$ cat src/core/bk1_pkg.sv
// constants for the first step-down channel control register bank
// assumes a byte-wide register port fed by the device's serial slave engine
`default_nettype none
package bk1_pkg;
  // register offsets
  localparam logic [7:0] VOLT_OFFSET = 8'h10;
  localparam logic [7:0] MODE_OFFSET = 8'h11;
  localparam logic [7:0] TRIM_OFFSET = 8'h12;
  localparam logic [7:0] STAT_OFFSET = 8'h13;
  // field positions
  localparam int RANGE_BIT  = 6;
  localparam int MODE_BIT   = 0;
  localparam int PGOOD_BIT  = 1;
  // values after reset
  localparam logic [5:0] CODE_RESET  = 6'h00;
  localparam logic       RANGE_RESET = 1'b1;
  localparam logic       MODE_RESET  = 1'b0;
  localparam logic [1:0] TRIM_RESET  = 2'h0;
  localparam logic [2:0] STAT_RESET  = 3'h0;
  // fill for read-only bits, which differ from part to part
  localparam logic       RO_VOLT_FILL = 1'b0;
  localparam logic [6:0] RO_MODE_FILL = 7'h00;
  localparam logic [5:0] RO_TRIM_FILL = 6'h00;
  localparam logic       RO_STAT3_FILL = 1'b0;
  localparam logic [2:0] RO_STATHI_FILL = 3'h0;
  // voltage decode figures in millivolts
  localparam logic [12:0] MV_HIGH_BASE = 13'h04E2;
  localparam logic [12:0] MV_HIGH_STEP = 13'h0032;
  localparam logic [12:0] MV_LOW_STEP  = 13'h0019;
  localparam logic [12:0] MV_L1_BASE   = 13'h044C;
  localparam logic [12:0] MV_L1_UPPER  = 13'h04E7;
  localparam logic [12:0] MV_L2_BASE   = 13'h05AF;
  localparam logic [12:0] MV_L2_UPPER  = 13'h0631;
  localparam logic [12:0] MV_L3_FIRST  = 13'h0744;
  localparam logic [12:0] MV_L3_BASE   = 13'h0762;
  localparam logic [12:0] MV_L3_14     = 13'h0898;
  localparam logic [12:0] MV_L3_15     = 13'h08C5;
  // power-good threshold, percent of nominal
  localparam logic [19:0] PG_PERCENT   = 20'h0005E;
  localparam logic [19:0] FULL_PERCENT = 20'h00064;
  // read answer latency in cycles
  localparam int READ_LATENCY = 1;
endpackage
`default_nettype wire

$ cat src/core/bk1_regs.sv
// register bank and voltage decode for the first step-down channel
// assumes the serial slave engine issues one-cycle byte read/write strobes
// and that SENSE_MV is a synchronous output-voltage measurement in mV
`default_nettype none
module bk1_regs
  import bk1_pkg::*;
(
  input  wire logic        CLK,
  input  wire logic        SRST,
  input  wire logic [7:0]  REG_ADDR,
  input  wire logic        REG_WR,
  input  wire logic [7:0]  REG_WDATA,
  input  wire logic        REG_RD,
  output logic      [7:0]  REG_RDATA,
  output logic             REG_RVALID,
  input  wire logic [12:0] SENSE_MV,
  output logic      [5:0]  OUTPUT_VOLTAGE_CODE,
  output logic             VOLTAGE_RANGE_SELECT,
  output logic      [12:0] TARGET_MV,
  output logic             CODE_NOT_AVAILABLE,
  output logic             AUTO_LIGHT_LOAD_OPERATION,
  output logic             POWER_GOOD
);
  import bk1_pkg::*;

  logic [5:0]  code;
  logic        range_sel;
  logic        forced_pwm;
  logic [1:0]  trim_we;
  logic [2:0]  stat_we;
  logic        pgood;
  logic [12:0] target;
  logic [7:0]  rdata;
  logic        rvalid;

  // returns zero for codes that are not available
  function automatic logic [12:0] bk1_decode(input logic rng, input logic [5:0] c);
    logic [12:0] i;
    logic [12:0] mv;
    begin
      i = {9'h000, c[3:0]};
      mv = 13'h0000;
      if (rng)
      begin
        mv = MV_HIGH_BASE + 13'(MV_HIGH_STEP * {7'h00, c});
      end
      else
      begin
        case (c[5:4])
          2'h1:
          begin
            if (i < 13'h0002)
              mv = 13'h0000;
            else if (i < 13'h0008)
              mv = MV_L1_BASE + 13'(MV_LOW_STEP * (i - 13'h0002));
            else
              mv = MV_L1_UPPER + 13'(MV_LOW_STEP * (i - 13'h0008));
          end
          2'h2:
          begin
            if (i < 13'h0005)
              mv = MV_L2_BASE + 13'(MV_LOW_STEP * i);
            else
              mv = MV_L2_UPPER + 13'(MV_LOW_STEP * (i - 13'h0005));
          end
          2'h3:
          begin
            if (i == 13'h0000)
              mv = MV_L3_FIRST;
            else if (i == 13'h000E)
              mv = MV_L3_14;
            else if (i == 13'h000F)
              mv = MV_L3_15;
            else
              mv = MV_L3_BASE + 13'(MV_LOW_STEP * (i - 13'h0001));
          end
          default:
            mv = 13'h0000;
        endcase
      end
      bk1_decode = mv;
    end
  endfunction

  // decode of the register port
  wire wr_volt = REG_WR && (REG_ADDR == VOLT_OFFSET);
  wire wr_mode = REG_WR && (REG_ADDR == MODE_OFFSET);
  wire wr_trim = REG_WR && (REG_ADDR == TRIM_OFFSET);
  wire wr_stat = REG_WR && (REG_ADDR == STAT_OFFSET);

  wire [7:0] rd_volt = {RO_VOLT_FILL, range_sel, code};
  wire [7:0] rd_mode = {RO_MODE_FILL, forced_pwm};
  wire [7:0] rd_trim = {trim_we, RO_TRIM_FILL};
  wire [7:0] rd_stat = {RO_STATHI_FILL, stat_we[2], RO_STAT3_FILL,
                        stat_we[1], pgood, stat_we[0]};

  // full byte select; unmapped reads answer zero
  wire [7:0] next_rdata = (REG_ADDR == VOLT_OFFSET) ? rd_volt :
                          (REG_ADDR == MODE_OFFSET) ? rd_mode :
                          (REG_ADDR == TRIM_OFFSET) ? rd_trim :
                          (REG_ADDR == STAT_OFFSET) ? rd_stat : 8'h00;

  wire [12:0] next_target = bk1_decode(range_sel, code);

  // compare scaled to avoid a divider: sense*100 >= nominal*94
  wire [19:0] sense_scaled = 20'(FULL_PERCENT * {7'h00, SENSE_MV});
  wire [19:0] thresh_scaled = 20'(PG_PERCENT * {7'h00, target});
  // an unavailable code has no nominal, so it never reports good
  wire next_pgood = (target != 13'h0000) && (sense_scaled >= thresh_scaled);

  always_ff @(posedge CLK)
  begin
    if (SRST)
    begin
      code      <= CODE_RESET;
      range_sel <= RANGE_RESET;
    end
    else if (wr_volt)
    begin
      code      <= REG_WDATA[5:0];
      range_sel <= REG_WDATA[RANGE_BIT];
    end
  end

  always_ff @(posedge CLK)
  begin
    if (SRST)
      forced_pwm <= MODE_RESET;
    else if (wr_mode)
      forced_pwm <= REG_WDATA[MODE_BIT];
  end

  always_ff @(posedge CLK)
  begin
    if (SRST)
    begin
      trim_we <= TRIM_RESET;
      stat_we <= STAT_RESET;
    end
    else
    begin
      if (wr_trim)
        trim_we <= REG_WDATA[7:6];
      if (wr_stat)
        stat_we <= {REG_WDATA[4], REG_WDATA[2], REG_WDATA[0]};
    end
  end

  always_ff @(posedge CLK)
  begin
    if (SRST)
    begin
      target <= 13'h0000;
      pgood  <= 1'b0;
    end
    else
    begin
      target <= next_target;
      pgood  <= next_pgood;
    end
  end

  // one byte answered per read strobe
  always_ff @(posedge CLK)
  begin
    if (SRST)
    begin
      rdata  <= 8'h00;
      rvalid <= 1'b0;
    end
    else
    begin
      rvalid <= REG_RD;
      if (REG_RD)
        rdata <= next_rdata;
    end
  end

  assign REG_RDATA = rdata;
  assign REG_RVALID = rvalid;
  assign OUTPUT_VOLTAGE_CODE = code;
  assign VOLTAGE_RANGE_SELECT = range_sel;
  assign TARGET_MV = target;
  assign CODE_NOT_AVAILABLE = (target == 13'h0000);
  assign AUTO_LIGHT_LOAD_OPERATION = ~forced_pwm;
  assign POWER_GOOD = pgood;
endmodule
`default_nettype wire

$ cat config.mk
export PLATFORM = sky130hd
export DESIGN_NAME = bk1_regs
export DESIGN_NICKNAME = d
export VERILOG_FILES = /design/src/core/bk1_pkg.sv /design/src/core/bk1_regs.sv
export SDC_FILE = /design/constraint.sdc
export NUM_CORES = 1
export LEC_CHECK = 0
export ABC_CLOCK_PERIOD_IN_PS = 4800
export BUFFER_PORTS_ARGS = -buffer_cell sky130_fd_sc_hd__buf_2
export CORE_MARGIN = 5
export CORE_UTILIZATION = 38
export CTS_CLUSTER_DIAMETER = 80
export CTS_CLUSTER_SIZE = 25
export DETAILED_ROUTE_END_ITERATION = 6
export GPL_TIMING_DRIVEN = 0
export PLACE_DENSITY_LB_ADDON = 0.3
export SLEW_MARGIN = 20
export SYNTH_ARGS = -nofsm -noshare
export SYNTH_HDL_FRONTEND = slang
export SYNTH_SLANG_ARGS = --single-unit
$ cat constraint.sdc
create_clock -name CLK -period 4.8 [get_ports CLK]
set_input_delay 0.24 -clock CLK [delete_from_list [all_inputs] [get_ports CLK]]
set_output_delay 0.24 -clock CLK [all_outputs]
set_load 0.01 [all_outputs]
==> results.tsv <==
stage	metric	value	unit
layout	commonest non-fill, non-tap cell in the layout	ha_1	
floorplan	DIE HEIGHT	157.8	µm
synthesis	Synth Instances	982	
layout	Nets	1368	
pwr	power per standard cell area	154.2	mW/mm²
critical_path	Critical Path Fanout Max	6	
critical_path	dominant delay contributor by cell family on the critical path	adder cells	
critical_path	Critical path buffers and inverters	2	
global_route	met3 usage	0.007381	
critical_path	crit path capture type	flip-flop	
floorplan	die extent in x	157.8	µm
clocking	CTS Buffer Depth	2	
synthesis	xor-xnor portion of the synthesized cell area	0.05589	
floorplan	die outline area	0.02491	mm²
synthesis	synthesis warning total	0	
synthesis	count of cell types in the netlist	66	
layout	share of post-route cells with drive strength above 1	0.1538	
clocking	register clock-pin slew on the reported worst setup and hold paths	0.06	ns
critical_path	critical path data arrival time	4.88	ns
detailed_routing	via count	7107	
global_route	antenna violations before repair	0	
detailed_routing	iteration-0 DRC count of the detailed router	410	
global_route	pin count of the biggest net entering global routing	17	
timing	setup clock skew after layout	0.01013	ns
synthesis	compound-gate portion of the synthesized area	0.1790	
place	HPWL Detailed	17.22	mm
clocking	Num CTS Buffers	5	
synthesis	Synth Flop Type	dfxtp_1	
critical_path	data required time at the worst endpoint	4.96	ns
place	post-place instance area	0.008971	mm²
detailed_routing	detailed-route DRC error count	0	
critical_path	cell with the largest stage delay on the worst path	fa_1	
floorplan	effective utilization at floorplan	0.3829	
layout	count of antenna diodes in the layout	0	
critical_path	Setup crit start kind	flip-flop	
global_route	met2 routing resource usage after global routing	0.2916	
synthesis	dominant combinational cell family by area after synthesis	adder cells	
floorplan	# IOs	65	
timing	setup repair after global routing missed its margin	yes	
clocking	later-pin clock latency in the skew report	0.29	ns
synthesis	simple-gate share of the synthesized area	0.1330	
global_route	global-route wire length before repair	34.22	mm
synthesis	Net Count, Synth	1285	
synthesis	average footprint of a synthesized cell	8.458	µm²
clocking	Clock Sinks	36	
detailed_routing	number of nets with antenna violations after detailed routing	0	
synthesis	count of flip-flops with a built-in enable after synthesis	0	
synthesis	proportion of synthesized flip-flops having asynchronous set or reset	0	
floorplan	Core Box Area	0.02169	mm²
hold_path	type of the worst min-delay path	in2reg	
timing	number of hold-slack violations in the final timing report	0	
detailed_routing	Post-Route WL	20.63	mm
critical_path	list of cells traversed by the critical path	fa_1, inv_2, fa_1, fa_1, inv_2, ha_4, o21a_1, o31a_1, o2111ai_2, a21o_1, a21o_1, a211oi_2, ha_1, a21o_1, a211oi_2, o2111ai_1, o21a_1	
timing	max-slew violation count	0	
layout	final cell utilization of the core	0.4437	
synthesis	multiplexer share of the synthesized area	0.01115	
run_status	outcome	completed	
synthesis	adder-cell share of the synthesized area	0.4547	
layout	Finished Cell Area	0.009623	mm²
place	count of input and output buffers	61	
synthesis	flip-flop and latch count after synthesis	36	
timing	Period minus WS final	4.718	ns
detailed_routing	detailed-routing iteration count for the pre-antenna-repair pass	5	
floorplan	row count	54	
pwr	Max IR drop VDD	0.0001295	V
critical_path	Slowest Stage Delay on Critical Path	0.56	ns
detailed_routing	routed length per placed instance	15.32	µm
timing	Least-Margin Pin Slew	0.5608	ns
layout	commonest cells after routing, fill and taps aside	203 x ha_1, 144 x inv_1, 69 x a21oi_1	
job	maxcap violations	0	
timing	number of setup violations in the final report	0	
detailed_routing	average vias per placed instance	5.280	
synthesis	post-synthesis instance area	0.008305	mm²
synthesis	part of the Yosys area used for sequential elements	0.08677	
clocking	buffer type at the clock tree root	clkbuf_16	
critical_path	kind of critical path	reg2reg	
global_route	total gr overflow	0	
layout	Filler Cells Inserted	2200	
global_route	vias in the first global route	7004	
clocking	number of levels the H-tree was split into	2	
timing	final clock period utilization by the worst path	0.9829	
layout	synth-to-layout area growth	15.86	%
clocking	CTS tree	built	
pwr	Lkg Pwr	4.782	nW
timing	remaining max-slew budget at the tightest pin	0.6164	
global_route	Most Used Layer, Global Route	met2	
timing	maximum operating frequency	212.0	MHz
global_route	met1 demand-to-capacity share in global routing	0.2283	
place	gpl congestion	0.9332	
global_route	gr usage total	0.1659	
## path summary, 6_finish.rpt
kind                                         startpoint                                  end  slack (ns)  cells after the start
worst max-delay path            TARGET_MV[5]$_SDFF_PP0_                POWER_GOOD$_SDFF_PP0_        0.08                     17
worst min-delay path                       REG_WDATA[1]  OUTPUT_VOLTAGE_CODE[1]$_SDFFE_PP0P_        0.20                      3
worst max register to register  TARGET_MV[5]$_SDFF_PP0_                POWER_GOOD$_SDFF_PP0_        0.08                     17
worst min register to register  stat_we[0]$_SDFFE_PP0P_              stat_we[0]$_SDFFE_PP0P_        0.46                      2
## sequential cells by signal, summed over array words and instances, names as in the netlist
name                  cells
TARGET_MV                13
REG_RDATA                 8
OUTPUT_VOLTAGE_CODE       6
stat_we                   3
trim_we                   2
POWER_GOOD                1
REG_RVALID                1
VOLTAGE_RANGE_SELECT      1
forced_pwm                1
## where the power goes
part           internal (W)  total [W]  leakage (nW)  switching [W]
Combinational      0.000371   0.000785          4.40       0.000414
Clock              0.000247   0.000386        0.0804       0.000139
Sequential         0.000301   0.000313         0.303      0.0000115
## synthesized netlist by cell type (4+ instances only)
| cell | count | area share |
|---|---|---|
| xor2_1 | 16 | 0.017 |
| o21a_1 | 12 | 0.011 |
| o22ai_1 | 9 | 0.0068 |
| a31oi_1 | 6 | 0.0045 |
| mux2i_1 | 7 | 0.0084 |
| nor2_1 | 39 | 0.018 |
| nor2b_1 | 16 | 0.012 |
| nand3b_1 | 6 | 0.0054 |
| xnor2_1 | 37 | 0.039 |
| and3_1 | 5 | 0.0038 |
| inv_1 | 151 | 0.068 |
| nand4_1 | 5 | 0.0038 |
| nand2b_1 | 11 | 0.0083 |
| clkbuf_1 | 17 | 0.0077 |
| o21bai_1 | 4 | 0.0036 |
| a311oi_1 | 4 | 0.0042 |
| or3_1 | 4 | 0.0030 |
| a211oi_1 | 16 | 0.014 |
| ha_1 | 217 | 0.33 |
| nor3b_1 | 4 | 0.0036 |
| o21ai_0 | 34 | 0.020 |
| nand3_1 | 30 | 0.018 |
| a21oi_1 | 73 | 0.044 |
| dfxtp_1 | 36 | 0.087 |
| a21o_1 | 24 | 0.022 |
| o31a_1 | 4 | 0.0042 |
| o211ai_1 | 7 | 0.0063 |
| a22oi_1 | 4 | 0.0036 |
| nor3_1 | 13 | 0.0078 |
| nand2_1 | 58 | 0.026 |
| fa_1 | 53 | 0.13 |
## through the flow
stage	std cells	TNS, ns	setup WS, ns	hold slack (ns)	total power, W
after floorplan	982	0	0.01287	0.3839	0.0008899
after global placement	1323	-3.263	-0.8649	0.4450	0.001041
after detailed placement	1323	-3.412	-0.8778	0.4526	0.001052
after CTS	1341	0	0.01145	0.1892	0.001470
after global routing	1346	-0.1373	-0.09808	0.2045	0.001623
final	1346	0	0.08222	0.1953	0.001483
## final cells by class
class / count / area [µm²] / share of cell area
multi-input cells: 773 / 7178 / 0.7459
flip-flops and latches: 36 / 778.2 / 0.08087
inverters: 152 / 584.3 / 0.06072
repair buffers: 76 / 417.9 / 0.04343
well taps: 280 / 350.3 / 0.03641
plain buffers: 21 / 142.6 / 0.01482
clock buffers: 5 / 125.1 / 0.01300
clock inverters: 3 / 46.29 / 0.004811
## routing by layer
metal / vias up / part of all wire
li1: 3590 / -
met1: 3366 / 0.47
met2: 133 / 0.48
met3: 18 / 0.037
met4: 0 / 0.014
met5: - / 0
## kinds of logic (layout without fill, tap and decap cells)
| family | Yosys count | after routing |
|---|---|---|
| DFF | 36 | 36 |
| buffers and inverters | 173 | 257 |
| and+or+nand+nor | 214 | 214 |
| xor gates and xnor gates | 53 | 53 |
| muxes | 9 | 9 |
| adders and majority gates | 270 | 270 |
| AOI/OAI and AO/OA | 227 | 227 |
## repair_timing
item                                    in CTS  in global routing
resized for setup                           67                 29
pin swaps                                   12                 26
endpoints found under the setup margin       8                  6
hold buffers                                 0                  0
setup buffers                               10                  5
## worst min-delay path, cell delays in order
cell and delay (ns):
buf_2 0.10, nand3_1 0.05, a21oi_1 0.05
Power figures use the tool's default switching activity.
